<file path="src/core/fum_regs.svh">
// constants of the flash update uart master: codes, framing, timing
// assumes a single clock at FUM_CLK_HZ; included by the core
`ifndef FUM_REGS_SVH
`define FUM_REGS_SVH

// ==========================================================
// clock and link timing
`define FUM_CLK_HZ 25000000
`define FUM_BAUD 31250
`define FUM_BIT_CYC (`FUM_CLK_HZ / `FUM_BAUD)
`define FUM_HALF_CYC (`FUM_BIT_CYC / 2)
`define FUM_LED_STEP_MS 250
`define FUM_LED_STEP_CYC ((`FUM_CLK_HZ / 1000) * `FUM_LED_STEP_MS)

// ==========================================================
// character framing
`define FUM_DATA_BITS 4'h8
`define FUM_FRAME_BITS 4'hA
`define FUM_IDLE_LVL 1'h1

// ==========================================================
// command and status codes
`define FUM_CMD_START 8'h10
`define FUM_CMD_ERASE 8'h11
`define FUM_CMD_WRITE 8'h12
`define FUM_READY_CODE 8'h55
`define FUM_PAD_BYTE 8'hFF

// ==========================================================
// block and size limits
`define FUM_LAST_INDEX 8'h25
`define FUM_LAST_BIG_INDEX 8'h1D
`define FUM_BIG_BLOCK 32'h0000_4000
`define FUM_SMALL_BLOCK 32'h0000_1000
`define FUM_MAX_DATA 32'h0000_2000
`define FUM_UNIT_LAST 8'hFF
`define FUM_SIZE_BYTES 2'h3

// ==========================================================
// indicator patterns
`define FUM_LED_OFF 4'h0
`define FUM_LED_FIRST 4'h1
`define FUM_LED_ERROR 4'h1

`endif

</file>
<file path="src/core/fum_pkg.sv">
// types shared by the flash update uart master
// assumes fum_regs.svh for all numeric constants
package fum_pkg;

  // ==========================================================
  // sequencer states
  typedef enum logic [3:0] {
    FUM_IDLE,
    FUM_SEND_START,
    FUM_SEND_ERASE,
    FUM_SEND_INDEX,
    FUM_SEND_WRITE,
    FUM_SEND_SIZE,
    FUM_SEND_DATA,
    FUM_WAIT_READY,
    FUM_DONE,
    FUM_ERROR
  } fum_state_t;

  // ==========================================================
  // session setup captured at the switch press
  typedef struct packed {
    logic [7:0] block_index;
    logic [31:0] prog_size;
  } fum_cfg_t;

  // ==========================================================
  // outward status
  typedef struct packed {
    logic busy;
    logic done;
    logic error;
  } fum_status_t;

endpackage : fum_pkg

</file>
<file path="src/core/fum_master.sv">
// flash update uart master: sequencer, transmitter and receiver
// assumes a slave that answers each step with the ready code, and a
// data source on the same clock that holds a byte until it is taken
// Notes on behaviour
// - link runs asynchronous at 31250 bit/s, bit time derived from clock
// - each character: one start bit, eight data bits, no parity, one stop
// - exchange starts only on a detected press of the start switch
// - after each transmission step, wait for ready code 55h before more
// - session opens with command byte 10h
// - erase is requested with command byte 11h
// - programming is requested with command byte 12h
// - exactly one erase block, index 00h to 25h, is the erase target
// - size and data follow only after the slave finished erasing
// - both ends use the same byte order for the four size bytes
// - successful completion is shown on the four indicators
// - receive overrun or framing error aborts and shows error pattern
// - block index byte follows erase command; 26h and above invalid
// - data goes in 256-byte units, last one padded with FFh
// - four size bytes follow write command; nonzero, within block size
`timescale 1ns/100ps
`include "fum_regs.svh"

module fum_master import fum_pkg::*; #(
  parameter int BIT_CYC = `FUM_BIT_CYC,
  parameter int LED_STEP_CYC = `FUM_LED_STEP_CYC,
  parameter bit BIG_ENDIAN = 1'b0
) (
  // clock and reset
  input wire logic mclk_in,
  input wire logic arst_n_in,
  // start switch, low while pressed
  input wire logic start_switch_n_in,
  // serial link
  input wire logic serial_rx_in,
  output logic serial_tx_out,
  // session setup, sampled at the press
  input wire fum_cfg_t cfg_in,
  // programming data source
  input wire logic [7:0] data_in,
  input wire logic data_valid_in,
  output logic data_ready_out,
  // indicators and status
  output logic [3:0] indicator_out,
  output fum_status_t status_out
);

  // ==========================================================
  // helpers
  function automatic logic [31:0] block_bytes(input logic [7:0] idx);
    block_bytes = (idx <= `FUM_LAST_BIG_INDEX) ? `FUM_BIG_BLOCK
                                               : `FUM_SMALL_BLOCK;
  endfunction : block_bytes

  function automatic logic cfg_ok(input fum_cfg_t c);
    cfg_ok = (c.block_index <= `FUM_LAST_INDEX) &&
             (c.prog_size != 32'h0) &&
             (c.prog_size <= block_bytes(c.block_index)) &&
             (c.prog_size <= `FUM_MAX_DATA);
  endfunction : cfg_ok

  // ==========================================================
  // input synchronisers: the first stage feeds only the second
  logic [2:0] rx_sync_reg, rx_sync_next;
  logic [2:0] sw_sync_reg, sw_sync_next;
  logic rx_lvl_reg, rx_lvl_next;
  logic sw_lvl_reg, sw_lvl_next;
  logic sw_press;

  always_comb begin
    rx_sync_next = {rx_sync_reg[1:0], serial_rx_in};
    sw_sync_next = {sw_sync_reg[1:0], start_switch_n_in};
    rx_lvl_next = rx_lvl_reg;
    sw_lvl_next = sw_lvl_reg;
    if (rx_sync_reg[1] == rx_sync_reg[2]) begin
      rx_lvl_next = rx_sync_reg[2];
    end
    if (sw_sync_reg[1] == sw_sync_reg[2]) begin
      sw_lvl_next = sw_sync_reg[2];
    end
  end

  assign sw_press = sw_lvl_reg && !sw_lvl_next;

  always_ff @(posedge mclk_in or negedge arst_n_in) begin
    if (!arst_n_in) begin
      rx_sync_reg <= 3'h7;
      sw_sync_reg <= 3'h7;
      rx_lvl_reg <= 1'h1;
      sw_lvl_reg <= 1'h1;
    end else begin
      rx_sync_reg <= rx_sync_next;
      sw_sync_reg <= sw_sync_next;
      rx_lvl_reg <= rx_lvl_next;
      sw_lvl_reg <= sw_lvl_next;
    end
  end

  // ==========================================================
  // transmitter
  logic tx_go;
  logic [7:0] tx_byte;
  logic tx_busy_reg, tx_busy_next;
  logic [9:0] tx_cnt_reg, tx_cnt_next;
  logic [3:0] tx_bit_reg, tx_bit_next;
  logic [9:0] tx_sh_reg, tx_sh_next;

  always_comb begin
    tx_busy_next = tx_busy_reg;
    tx_cnt_next = tx_cnt_reg;
    tx_bit_next = tx_bit_reg;
    tx_sh_next = tx_sh_reg;
    if (!tx_busy_reg) begin
      if (tx_go) begin
        tx_busy_next = 1'h1;
        tx_sh_next = {1'h1, tx_byte, 1'h0};
        tx_cnt_next = 10'h0;
        tx_bit_next = 4'h0;
      end
    end else if (tx_cnt_reg == 10'(BIT_CYC - 1)) begin
      tx_cnt_next = 10'h0;
      tx_sh_next = {`FUM_IDLE_LVL, tx_sh_reg[9:1]};
      tx_bit_next = tx_bit_reg + 4'h1;
      if (tx_bit_reg == `FUM_FRAME_BITS - 4'h1) begin
        tx_busy_next = 1'h0;
      end
    end else begin
      tx_cnt_next = tx_cnt_reg + 10'h1;
    end
  end

  always_ff @(posedge mclk_in or negedge arst_n_in) begin
    if (!arst_n_in) begin
      tx_busy_reg <= 1'h0;
      tx_cnt_reg <= 10'h0;
      tx_bit_reg <= 4'h0;
      tx_sh_reg <= 10'h3FF;
    end else begin
      tx_busy_reg <= tx_busy_next;
      tx_cnt_reg <= tx_cnt_next;
      tx_bit_reg <= tx_bit_next;
      tx_sh_reg <= tx_sh_next;
    end
  end

  assign serial_tx_out = tx_busy_reg ? tx_sh_reg[0] : `FUM_IDLE_LVL;

  // ==========================================================
  // receiver; a held byte is cleared in the wait state and outside a session
  logic rx_act_reg, rx_act_next;
  logic [9:0] rx_cnt_reg, rx_cnt_next;
  logic [3:0] rx_bit_reg, rx_bit_next;
  logic [7:0] rx_sh_reg, rx_sh_next;
  logic [7:0] rx_data_reg, rx_data_next;
  logic rx_full_reg, rx_full_next;
  logic rx_ovr_reg, rx_ovr_next;
  logic rx_frm_reg, rx_frm_next;
  logic rx_take;

  always_comb begin
    rx_act_next = rx_act_reg;
    rx_cnt_next = rx_cnt_reg;
    rx_bit_next = rx_bit_reg;
    rx_sh_next = rx_sh_reg;
    rx_data_next = rx_data_reg;
    rx_full_next = rx_full_reg && !rx_take;
    rx_ovr_next = 1'h0;
    rx_frm_next = 1'h0;
    if (!rx_act_reg) begin
      if (rx_lvl_reg && !rx_lvl_next) begin
        rx_act_next = 1'h1;
        rx_cnt_next = 10'h0;
        rx_bit_next = 4'h0;
      end
    end else if (rx_bit_reg == 4'h0 &&
                 rx_cnt_reg == 10'(BIT_CYC / 2 - 1)) begin
      rx_cnt_next = 10'h0;
      rx_bit_next = 4'h1;
      if (rx_lvl_reg) begin
        rx_act_next = 1'h0;
      end
    end else if (rx_bit_reg != 4'h0 &&
                 rx_cnt_reg == 10'(BIT_CYC - 1)) begin
      rx_cnt_next = 10'h0;
      rx_bit_next = rx_bit_reg + 4'h1;
      if (rx_bit_reg <= `FUM_DATA_BITS) begin
        rx_sh_next = {rx_lvl_reg, rx_sh_reg[7:1]};
      end else begin
        rx_act_next = 1'h0;
        if (!rx_lvl_reg) begin
          rx_frm_next = 1'h1;
        end else begin
          rx_data_next = rx_sh_reg;
          rx_full_next = 1'h1;
          rx_ovr_next = rx_full_reg && !rx_take;
        end
      end
    end else begin
      rx_cnt_next = rx_cnt_reg + 10'h1;
    end
  end

  always_ff @(posedge mclk_in or negedge arst_n_in) begin
    if (!arst_n_in) begin
      rx_act_reg <= 1'h0;
      rx_cnt_reg <= 10'h0;
      rx_bit_reg <= 4'h0;
      rx_sh_reg <= 8'h00;
      rx_data_reg <= 8'h00;
      rx_full_reg <= 1'h0;
      rx_ovr_reg <= 1'h0;
      rx_frm_reg <= 1'h0;
    end else begin
      rx_act_reg <= rx_act_next;
      rx_cnt_reg <= rx_cnt_next;
      rx_bit_reg <= rx_bit_next;
      rx_sh_reg <= rx_sh_next;
      rx_data_reg <= rx_data_next;
      rx_full_reg <= rx_full_next;
      rx_ovr_reg <= rx_ovr_next;
      rx_frm_reg <= rx_frm_next;
    end
  end

  // ==========================================================
  // sequencer
  fum_state_t st_reg, st_next;
  fum_state_t ret_reg, ret_next;
  fum_cfg_t cfg_reg, cfg_next;
  logic [1:0] szi_reg, szi_next;
  logic [31:0] sent_reg, sent_next;
  logic [1:0] sz_sel;
  logic active;
  logic have_data;

  assign active = (st_reg != FUM_IDLE) && (st_reg != FUM_DONE) &&
                  (st_reg != FUM_ERROR);
  // the wait state and the rest states read the receiver empty
  assign rx_take = rx_full_reg && !(active && st_reg != FUM_WAIT_READY);
  assign have_data = sent_reg < cfg_reg.prog_size;
  assign sz_sel = BIG_ENDIAN ? (`FUM_SIZE_BYTES - szi_reg) : szi_reg;

  always_comb begin
    st_next = st_reg;
    ret_next = ret_reg;
    cfg_next = cfg_reg;
    szi_next = szi_reg;
    sent_next = sent_reg;
    tx_go = 1'h0;
    tx_byte = `FUM_PAD_BYTE;
    data_ready_out = 1'h0;
    case (st_reg)
      FUM_IDLE, FUM_DONE: begin
        if (sw_press) begin
          cfg_next = cfg_in;
          sent_next = 32'h0;
          szi_next = 2'h0;
          // a bad setup never reaches the link
          st_next = cfg_ok(cfg_in) ? FUM_SEND_START : FUM_ERROR;
        end
      end
      FUM_SEND_START: begin
        tx_byte = `FUM_CMD_START;
        tx_go = !tx_busy_reg;
        if (tx_go) begin
          st_next = FUM_WAIT_READY;
          ret_next = FUM_SEND_ERASE;
        end
      end
      FUM_SEND_ERASE: begin
        tx_byte = `FUM_CMD_ERASE;
        tx_go = !tx_busy_reg;
        if (tx_go) begin
          st_next = FUM_SEND_INDEX;
        end
      end
      FUM_SEND_INDEX: begin
        tx_byte = cfg_reg.block_index;
        tx_go = !tx_busy_reg;
        if (tx_go) begin
          st_next = FUM_WAIT_READY;
          ret_next = FUM_SEND_WRITE;
        end
      end
      FUM_SEND_WRITE: begin
        tx_byte = `FUM_CMD_WRITE;
        tx_go = !tx_busy_reg;
        if (tx_go) begin
          st_next = FUM_SEND_SIZE;
        end
      end
      FUM_SEND_SIZE: begin
        tx_byte = cfg_reg.prog_size[8 * sz_sel +: 8];
        tx_go = !tx_busy_reg;
        if (tx_go) begin
          szi_next = szi_reg + 2'h1;
          if (szi_reg == `FUM_SIZE_BYTES) begin
            st_next = FUM_WAIT_READY;
            ret_next = FUM_SEND_DATA;
          end
        end
      end
      FUM_SEND_DATA: begin
        tx_byte = have_data ? data_in : `FUM_PAD_BYTE;
        data_ready_out = !tx_busy_reg && have_data;
        tx_go = !tx_busy_reg && (data_valid_in || !have_data);
        if (tx_go) begin
          sent_next = sent_reg + 32'h1;
          if (sent_reg[7:0] == `FUM_UNIT_LAST) begin
            st_next = FUM_WAIT_READY;
            ret_next = (sent_next >= cfg_reg.prog_size) ? FUM_DONE
                                                       : FUM_SEND_DATA;
          end
        end
      end
      FUM_WAIT_READY: begin
        // the answer counts only once our own frame has left
        if (rx_full_reg && !tx_busy_reg &&
            rx_data_reg == `FUM_READY_CODE) begin
          st_next = ret_reg;
        end
      end
      default: begin
        st_next = FUM_ERROR;
      end
    endcase
    if (active && (rx_ovr_reg || rx_frm_reg)) begin
      st_next = FUM_ERROR;
    end
  end

  always_ff @(posedge mclk_in or negedge arst_n_in) begin
    if (!arst_n_in) begin
      st_reg <= FUM_IDLE;
      ret_reg <= FUM_IDLE;
      cfg_reg <= '0;
      szi_reg <= 2'h0;
      sent_reg <= 32'h0;
    end else begin
      st_reg <= st_next;
      ret_reg <= ret_next;
      cfg_reg <= cfg_next;
      szi_reg <= szi_next;
      sent_reg <= sent_next;
    end
  end

  // ==========================================================
  // indicators: one lamp walks on success, lamp 0 alone on error
  logic [3:0] led_reg, led_next;
  logic [31:0] led_cnt_reg, led_cnt_next;
  fum_status_t stat_reg, stat_next;

  always_comb begin
    led_next = `FUM_LED_OFF;
    led_cnt_next = 32'h0;
    stat_next.busy = active;
    stat_next.done = (st_reg == FUM_DONE);
    stat_next.error = (st_reg == FUM_ERROR);
    if (st_reg == FUM_ERROR) begin
      led_next = `FUM_LED_ERROR;
    end else if (st_reg == FUM_DONE) begin
      led_next = (led_reg == `FUM_LED_OFF) ? `FUM_LED_FIRST : led_reg;
      led_cnt_next = led_cnt_reg + 32'h1;
      if (led_cnt_reg == 32'(LED_STEP_CYC - 1)) begin
        led_cnt_next = 32'h0;
        led_next = {led_reg[2:0], led_reg[3]};
      end
    end
  end

  always_ff @(posedge mclk_in or negedge arst_n_in) begin
    if (!arst_n_in) begin
      led_reg <= `FUM_LED_OFF;
      led_cnt_reg <= 32'h0;
      stat_reg <= '0;
    end else begin
      led_reg <= led_next;
      led_cnt_reg <= led_cnt_next;
      stat_reg <= stat_next;
    end
  end

  assign indicator_out = led_reg;
  assign status_out = stat_reg;

endmodule : fum_master

</file>
<file path="config.mk">
export PLATFORM = sky130hd
export DESIGN_NAME = fum_master
export DESIGN_NICKNAME = d
export VERILOG_FILES = /design/src/core/fum_pkg.sv /design/src/core/fum_master.sv
export VERILOG_INCLUDE_DIRS = /design/src /design/src/core
export SDC_FILE = /design/constraint.sdc
export NUM_CORES = 1
export LEC_CHECK = 0
export BUFFER_PORTS_ARGS = -buffer_cell sky130_fd_sc_hd__buf_4
export CORE_ASPECT_RATIO = 0.6
export CORE_MARGIN = 2
export CORE_UTILIZATION = 60
export CTS_CLUSTER_SIZE = 30
export DETAILED_ROUTE_END_ITERATION = 8
export GPL_TIMING_DRIVEN = 0
export PLACE_DENSITY = 0.79
export SYNTH_ARGS = -nofsm -noshare
export SYNTH_HDL_FRONTEND = slang
export SYNTH_SLANG_ARGS = --single-unit
</file>
<file path="constraint.sdc">
create_clock -name mclk_in -period 3.55 [get_ports mclk_in]
set_input_delay 0.355 -clock mclk_in [delete_from_list [all_inputs] [get_ports mclk_in]]
set_output_delay 0.355 -clock mclk_in [all_outputs]
set_load 0.02 [all_outputs]
</file>
; ---- After elaboration in Yosys (flattened, before gate mapping)
; Index checks and enable logic that the tools add are counted.
[op_classes]
bitwise = 2
shifts = 1
n_addsub = 7
eq_ne = 41
mux = 82
n_reduce_logical = 48
order_cmp = 7
[ops]
columns = operator, n
row1 = $mux W32, 5
row2 = $mux W4, 29
row3 = $mux W10, 10
row4 = $add A32 B1 Y32 const B, 2
row5 = $pmux W32 S2, 1
row6 = $pmux W8 S6, 1
row7 = $eq A32 B23 Y1 const B, 1
row8 = $ge A32 B32 Y1, 1
row9 = $le A32 B14 Y1 const B, 1
row10 = $le A32 B15 Y1, 1
row11 = $lt A32 B32 Y1, 1
row12 = $reduce_bool A32 Y1, 1
row13 = $shiftx A32 B6 Y8, 1
row14 = $mux W1, 28
row15 = $pmux W4 S7, 1
row16 = $ne A3 B3 Y1 const B, 8
row17 = $add A10 B1 Y10 const B, 2
row18 = $eq A10 B10 Y1 const B, 2
row19 = $logic_and A1 B1 Y1, 17
row20 = $eq A4 B3 Y1 const B, 4
row21 = $pmux W4 S4, 1
row22 = $mux W15, 1
row23 = $ne A2 B2 Y1 const B, 7
row24 = $eq A4 B4 Y1 const B, 3
row25 = 36 further kinds, 59
[word_totals]
out_inout_bits = 9
inputBits = 53
reg_bits = 188

; ---- Longest topological paths before layout
; Gate-level depths: netlist of the first run.
[logic_depth]
depth_word = 13
depth_mapped = 15

; ---- Worst setup path after synthesis of the first run
; OpenSTA, ideal clock, no wires.
[synth_timing]
kind = flip-flop to flip-flop
startpoint = reg sent_reg[2]
endpoint = reg ret_reg[1]
required_time_ns = 3.468
slack_ns = 0.401
path_stages_with_launch = 15
synth_period_minus_slack_ns = 3.149
setup_ns = 0.082
arrival_time_ns = 3.067
path_cell_list = dfrtp_1 and3_1 nand4_1 nor3_2 nand3_1 or3_1 nand2_1 ha_1 a21oi_1 o21ai_0 a2111oi_0 o211ai_1 nand2_1 nand2_1 a31oi_1
[synth_via]
elab_chain_len = 6
elab_cells_between_ends = 14
cone_classes = add/sub (1) / order compare (2) / eq/ne (3) / mux (4) / reduce/logical (4)
[synth_rtl]
columns = element, line_no
row1 = "start, declared", fum_master.sv:230  ; logic [31:0] sent_reg, sent_next;
row2 = "start signal, assigned", fum_master.sv:343  ; sent_reg <= sent_next;
row3 = $add A32 B1 Y32 / $lt A32 B32 Y1 (equally long branches), "fum_master.sv:307, fum_master.sv:239"
row4 = $ge A32 B32 Y1 / $logic_not A1 Y1 (equally long branches), "fum_master.sv:310, fum_master.sv:305"
row5 = $mux W4 / $logic_or A1 B1 Y1 (equally long branches), "fum_master.sv:310, fum_master.sv:305"
row6 = $mux W4 / $logic_and A1 B1 Y1 (equally long branches), "fum_master.sv:308, fum_master.sv:305"
row7 = $mux W4 / $ne A2 B2 Y1 (equally long branches), n/a
row8 = $pmux W4 S4 / $reduce_and A7 Y1 (equally long branches), n/a
row9 = "end signal, assigned", fum_master.sv:340  ; ret_reg <= ret_next;
row10 = "end, declared", fum_master.sv:227  ; fum_state_t ret_reg, ret_next;
; Parallel ways exist; a longest one is shown, timed or not. The select of a mux whose other input is x is not followed.
; A chain may end at the register's enable or synchronous reset.

; ---- Worst setup path after layout of the first run
[layout_timing]
startpoint = reg sent_reg[4]
endpoint = reg ret_reg[1]
; The elaborated chain is that of the path after synthesis.

==> impl_metrics.py, run 1 <==
metrics = {
    "drt": {
        "final_antenna_net_count": 0,
        "via_count_of_the_routed_design": 9324,
        "post_drt_via_cell_ratio": 6.296,
        "detail_route.first_pass.iterations": 5,
        "residual_drc": 0,
        "detail_route.wirelength_mm": 29.50,
        "wire_per_inst_um": 19.92,
        "detailedRoute.firstIterationViolations": 1140,
    },
    "global_route": {
        "grt_use_total_pct": 32.43,
        "first_global_vias": 8708,
        "grt_max_degree": 115,
        "grt_first_pass_wirelength_mm": 47.02,
        "grt_antenna_before_repair": 0,
        "grt-ovfl-total": 0,
    },
    "setup_path": {
        "worstPathArrival_ps": 3880,
        "setup.worst_path.end_class": "register",
        "worst-r2r-setup-slack_ps": 30,
        "timing_worst_setup_path_type": "register to register",
        "crit_required_ps": 3910,
        "rr_worst_depth": 16,
        "critPathTopFamily": "simple AND/OR/NAND/NOR gates",
        "worst_path_most_repeated_cell": "buf_4",
        "worst_path_max_delay_cell": "dfrtp_1",
        "rr_startpoint": "sent_reg[4]",
        "worst-path-buf-inv": 2,
        "crit_path_max_incr_delay_ps": 420,
        "crit_fanout": 5,
        "worst_setup_path_start_kind": "register",
        "ordered_list_of_cells_on_the_worst_path": "and3_4, nand4_1, buf_4, nor3_4, buf_4, and3_1, nand3_1, xnor2_1, ha_1, a21oi_2, o21ai_4, a2111oi_4, o211ai_1, nand2_2, nand2_1, a31oi_1",
        "critical_path.reg2reg.endpoint": "ret_reg[1]",
    },
    "clock_network": {
        "clockRootBuffer": "clkbuf_16",
        "cts_tree": "built",
        "cts-root-to-sink-buffers": 2,
        "clock_insertion_delay_at_the_later_pin_of_the_skew_report_ps": 450,
        "clock-sinks": 186,
        "cts.clk_slew.worst_paths_ps": 70,
        "cts_buffers": 17,
        "cts-htree-levels": 4,
    },
    "place": {
        "place_hpwl_mm": 21.28,
        "port_buffers": 61,
        "post-place-cells": 1429,
        "routabilityCongestion": 0.9344,
        "placed_cell_area_um2": 11500,
    },
    "floorplanning": {
        "count_of_pins_on_the_block_boundary": 62,
        "die_w_um": 176.5,
        "die-area_um2": 18980,
        "die_height_um": 107.5,
        "core_um2": 17310,
        "rows": 37,
        "initial_utilization_pct": 61.88,
    },
    "yosys": {
        "synth_top_flop_cell": "dfrtp_1",
        "synthesis.area_um2": 10710,
        "syn-mean-instance-area_um2": 9.456,
        "synth_largest_type_area_fraction_pct": 39.47,
        "top_area_cells_in_the_synthesized_netlist": "dfrtp_1, ha_1, nand2_1, o21ai_0, dfstp_2",
        "synth_compound_gate_area_share_pct": 14.96,
        "ys_seq_area_share_pct": 43.64,
        "synth-simple-area-share_pct": 18.51,
        "post_synth_mux_area_share_pct": 4.940,
        "async_flop_share_pct": 100.0,
        "synth_nets": 1261,
        "post_synth_fa_ha_maj_area_fraction_pct": 8.945,
        "synth_xor_xnor_area_share_pct": 5.395,
        "largest_family_of_logic_cells_by_synthesized_area": "simple AND/OR/NAND/NOR gates",
        "synth_area_leader_cell": "dfrtp_1",
        "synth_warnings": 0,
        "synth-edff-count": 0,
        "post_synth_num_cell_types": 71,
        "syn-instance-count": 1133,
        "ys_seq_elements": 186,
    },
    "cells_and_area": {
        "numnets_final": 1362,
        "sequential_area_um2": 4688,
        "fin_cells": 1481,
        "largest_register_ff_count": 40,
        "multi_input_comb_area_um2": 5768,
        "postLayoutCoreUtil_pct": 71.29,
        "final.fill_count": 1306,
        "layout-drive-gt1-share_pct": 16.92,
        "flow.area_growth_from_synthesis_pct": 15.21,
        "finish.instance_area_um2": 12340,
        "antenna-diode-count": 0,
    },
    "sta": {
        "finClkSkew_ps": 13.26,
        "final-hold-violation-count": 0,
        "min_period_ps": 3517,
        "post-route-period-util_pct": 99.07,
        "finalSetupTns_ps": 0,
        "setup_viol": 0,
        "unrepaired_setup_endpoints_after_global_routing": "true",
        "max_slew.worst_pin.slew_ps": 987.7,
        "fmax_mhz": 284.3,
        "slew_headroom_pct": 33.64,
        "timing.final.max_slew_violations": 0,
    },
    "worst_hold_path": {
        "hold-path-endpoint": "rx_sync_reg[0]",
        "timing.hold.worst_path_depth": 1,
        "hold_path_startpoint": "serial_rx_in",
        "worst_hold_path_type": "primary input to register",
    },
    "pwr": {
        "vdd_ir_drop_max_uv": 309.7,
        "powerDensity_nw_per_um2": 345.0,
        "standby_leakage_power_nw": 5.547,
    },
    "outcome": {
        "status": "completed",
    },
    "flow_run": {
        "cap_violations": 0,
    },
}
[cell type report]
class | count | share of cell area (%)
tap | 234 | 2.372
buffer | 42 | 1.510
multi-input combinational | 851 | 46.73
clock buffer | 18 | 3.477
clock inverter | 14 | 1.054
sequential | 186 | 37.98
timing repair buffer | 82 | 5.231
inverter | 54 | 1.642
[routing by layer]
metal	track usage, %	part of all wire (%)
met5	0	0
met4	7.320	1.4
met3	13.17	13
met2	42.41	39
met1	49.42	46
[worst reg2reg max path: cells and delay by family (launching register included)]
kind            cells  cell delay, ps
buf+inv             2             380
fa+ha+maj           1             320
flops               1             420
compound gates      5            1000
simple gates        7            1180
xor+xnor            1             160
[synth_stat cells, types with 10 or more instances]
library cell  instances
xnor2_1              35
clkbuf_1             25
or3_1                10
mux2_2               16
a21oi_1              49
xor2_1               31
o21ai_0              98
nor2_1               91
inv_1                52
dfstp_2              17
nor4_1               14
nor2b_1              12
nand3_1              46
nor3_1               12
a32o_1               16
nand4_1              20
o31ai_1              17
ha_1                 75
dfrtp_1             169
buf_2                12
nand2_1             153
and3_1               20
o21ai_1              13
[layout by cell type, fill, tap and decap left out, types with 8 or more instances in the layout]
cell type    n
nor4_1      14
a31oi_1      8
a32o_1      16
nand2_1    151
xnor2_1     34
a21oi_1     47
inv_1       52
buf_2       11
nor2_1      91
nor3_1      11
ha_1        74
nor2b_1     11
clkbuf_1    26
o21ai_0     96
nand3_1     44
dfstp_2     17
nand4_1     20
mux2_2      16
mux2i_1      9
o31ai_1     17
and3_1      18
mux4_2       8
o21ai_1     14
clkbuf_16   17
buf_4       82
xor2_1      31
dfrtp_2     10
or3_1       10
dfrtp_1    159
[where the power goes]
| part | total, W | switching, W | internal [W] |
|---|---|---|---|
| clock network | 0.00186 | 0.000932 | 0.000925 |
| logic | 0.000202 | 0.000116 | 0.0000852 |
| registers | 0.00220 | 0.0000403 | 0.00216 |
| total | 0.00426 | 0.00109 | 0.00317 |
[how the worst max path moves through the flow]
stage                      from          to  slack [ps]  depth (start not counted)
floorplan           sent_reg[2]  ret_reg[1]         400                         14
global placement    sent_reg[0]  ret_reg[1]        -540                         14
detailed placement  sent_reg[2]  ret_reg[1]        -670                         14
CTS                 sent_reg[3]  ret_reg[1]           7                         16
global route        sent_reg[4]  ret_reg[1]         -90                         16
finish              sent_reg[4]  ret_reg[1]          30                         16
[timing repair]
item / CTS / global route
buffers inserted: 7 / 12
hold endpoints to repair: 64 / 0
hold buffers: 1 / 0
gates resized for setup: 14 / 24
setup endpoints to repair: 3 / 4
cloned: 0 / 0
pin swaps: 5 / 4
[metrics by stage]
stage / hold WS (ps) / power [W] / setup WS, ps
2_1_floorplan: 59.41 / 0.002304 / 400.7
3_5_place_dp: 348.4 / 0.002437 / -674.3
4_1_cts: 16.88 / 0.004262 / 7.190
5_1_grt: 10.73 / 0.004400 / -92.54
6_report: 19.99 / 0.004258 / 32.85
3_3_place_gp: 346.5 / 0.002425 / -538.7
[logic make-up (layout without fill, tap and decap cells)]
| logic type | count (synthesis) | in the layout |
|---|---|---|
| xor+xnor | 66 | 66 |
| mux | 40 | 40 |
| compound gates | 253 | 253 |
| flops | 186 | 186 |
| fa+ha+maj | 77 | 77 |
| simple gates | 415 | 415 |
| buf+inv | 96 | 210 |
No activity file was read; power rests on OpenSTA's default activity.
==> inputs of run 2 (changes only) <==
Settings changed: PLACE_DENSITY 0.79 to 0.89.
Clock period 3.55 ns to 4.4 ns, I/O delays scaled along.
==> impl_metrics.py, run 2 (synthesis results as in run 1) <==
metrics = {
    "setup_path": {
        "worst_setup_path_start_kind": "register",
        "worst_path_max_delay_cell": "a2111oi_0",
        "rr_worst_depth": 14,
        "timing_worst_setup_path_type": "register to register",
        "worst_path_most_repeated_cell": "nand2_1",
        "worstPathArrival_ps": 4690,
        "number_of_logic_stages_on_the_critical_path_including_buffering": 14,
        "critPathTopFamily": "simple AND/OR/NAND/NOR gates",
        "crit_fanout": 8,
        "setup.worst_path.end_class": "register",
        "ordered_list_of_cells_on_the_worst_path": "and3_1, nand4_1, nor3_4, nand3_1, or3_1, nand2_1, ha_1, a21oi_1, o21ai_0, a2111oi_0, o211ai_1, nand2_1, nand2_1, a31oi_1",
        "crit_required_ps": 4760,
        "worst-path-buf-inv": 0,
        "crit_path_max_incr_delay_ps": 610,
    },
    "drt": {
        "residual_drc": 0,
        "detailedRoute.firstIterationViolations": 1241,
        "detail_route.first_pass.iterations": 6,
        "detail_route.wirelength_mm": 29.06,
        "via_count_of_the_routed_design": 9167,
        "post_drt_via_cell_ratio": 6.274,
        "wire_per_inst_um": 19.89,
        "final_antenna_net_count": 0,
    },
    "place": {
        "place_hpwl_mm": 21.55,
        "routabilityCongestion": 0.9840,
        "placed_cell_area_um2": 11500,
        "port_buffers": 61,
    },
    "global_route": {
        "grt-ovfl-total": 0,
        "grt_use_total_pct": 32.20,
        "grt_max_degree": 100,
        "grt_first_pass_wirelength_mm": 46.64,
        "first_global_vias": 8749,
        "grt_antenna_before_repair": 0,
    },
    "outcome": {
        "status": "finished, violations left",
        "violations_in_the_final_reports": "hold timing",
    },
    "sta": {
        "max_slew.worst_pin.slew_ps": 940.2,
        "finalSetupTns_ps": 0,
        "min_period_ps": 4328,
        "timing.final.max_slew_violations": 0,
        "fmax_mhz": 231.1,
        "post-route-period-util_pct": 98.36,
        "finClkSkew_ps": 21.51,
        "setup_viol": 0,
        "slew_headroom_pct": 36.84,
        "final-hold-violation-count": 9,
        "worst_hold_slack_ps": -20.08,
        "unrepaired_setup_endpoints_after_global_routing": "false",
    },
    "clock_network": {
        "cts-root-to-sink-buffers": 2,
        "clock-sinks": 186,
        "cts-htree-levels": 4,
        "clock_insertion_delay_at_the_later_pin_of_the_skew_report_ps": 450,
        "post_cts_buffers": 0,
        "cts.clk_slew.worst_paths_ps": 70,
        "cts_tree": "built",
        "cts_buffers": 17,
        "clockRootBuffer": "clkbuf_16",
    },
    "cells_and_area": {
        "most_frequent_standard_cell_in_the_layout_excluding_fill_and_tap_cells": "dfrtp_1",
        "largest_register_ff_count": 40,
        "antenna-diode-count": 0,
        "layout-drive-gt1-share_pct": 13.61,
        "finish.instance_area_um2": 12100,
        "numnets_final": 1342,
        "flow.area_growth_from_synthesis_pct": 12.94,
        "final_cell_mix": "dfrtp_1, nand2_1, o21ai_0, nor2_1, ha_1",
    },
    "worst_hold_path": {
        "worst_hold_path_type": "primary input to asynchronous set/reset pin",
    },
    "floorplanning": {
        "die_w_um": 176.5,
        "rows": 37,
        "initial_utilization_pct": 61.88,
        "core_um2": 17310,
        "die-area_um2": 18980,
        "count_of_pins_on_the_block_boundary": 62,
        "die_height_um": 107.5,
    },
    "pwr": {
        "power.combinational.fraction_pct": 4.6,
        "standby_leakage_power_nw": 5.433,
        "power_frac_seq_pct": 50.7,
        "netSwitchingPower_w": 0.0008728,
        "vdd_ir_drop_max_uv": 249.3,
        "intPower_w": 0.002632,
        "netSwitchingFraction_pct": 24.90,
        "clock_power_share_pct": 44.7,
        "powerDensity_nw_per_um2": 289.6,
        "total_power_w": 0.003505,
    },
    "flow_run": {
        "cap_violations": 0,
    },
}
-- run 2: layout make-up --
class                      count  area [µm²]
buffer                        42       183.9
clock buffer                  18       439.2
clock inverter                14       150.1
fill                        1301        5214
inverter                      54       202.7
multi-input combinational    851        5663
sequential                   186        4676
tap                          234       292.8
timing repair buffer          62       493.0
-- run 2: final timing paths --
check | slack [ps] | to | start
setup / recovery | 70 | ret_reg[1] | sent_reg[2]
hold / removal | -20 | sent_reg[7] | arst_n_in
setup reg to reg | 70 | ret_reg[1] | sent_reg[2]
hold reg to reg | 360 | sw_sync_reg[1] | sw_sync_reg[0]
max in group asynchronous | 3500 | tx_sh_reg[2] | arst_n_in
min in group mclk_in | 110 | rx_sync_reg[0] | serial_rx_in
-- run 2: metrics by stage --
stage	setup WS, ps	std cells	util, %
3_3_place_gp	328.8	1428	66.22
5_1_grt	15.40	1461	69.89
2_1_floorplan	1251	1133	-
6_report	71.97	1461	69.89
3_5_place_dp	259.1	1429	66.42
4_1_cts	207.7	1461	69.82
-- run 2: worst reg2reg max path: stages, from the launching register on --
cell and delay (ps):
dfrtp_1 480, and3_1 280, nand4_1 330, nor3_4 460, nand3_1 310, or3_1 460, nand2_1 100, ha_1 250
a21oi_1 120, o21ai_0 220, a2111oi_0 610, o211ai_1 170, nand2_1 190, nand2_1 100, a31oi_1 180
-- run 2: per-layer routing --
layer | vias up | wire length (µm) | global-route usage [%]
li1 | 4216 | - | -
met1 | 4347 | 13010 | 47.50
met2 | 543 | 11440 | 42.89
met3 | 61 | 4102 | 13.24
met4 | 0 | 512 | 9.327
met5 | - | 0 | 0
-- run 2: power by group through the flow --
| stage | sequential, W | combinational, W | clock [W] |
|---|---|---|---|
| after detailed placement | 0.00181 | 0.000159 | 0 |
| after CTS | 0.00178 | 0.000162 | 0.00157 |
| final | 0.00178 | 0.000162 | 0.00157 |
| after floorplan | 0.00180 | 0.0000596 | 0 |
| after global placement | 0.00181 | 0.000149 | 0 |
| after global routing | 0.00178 | 0.000182 | 0.00164 |
-- run 2: what timing repair did --
item | CTS | global route
endpoints found under the setup margin | 0 | 2
hold buffers | 0 | 0
resized for setup | 0 | 2
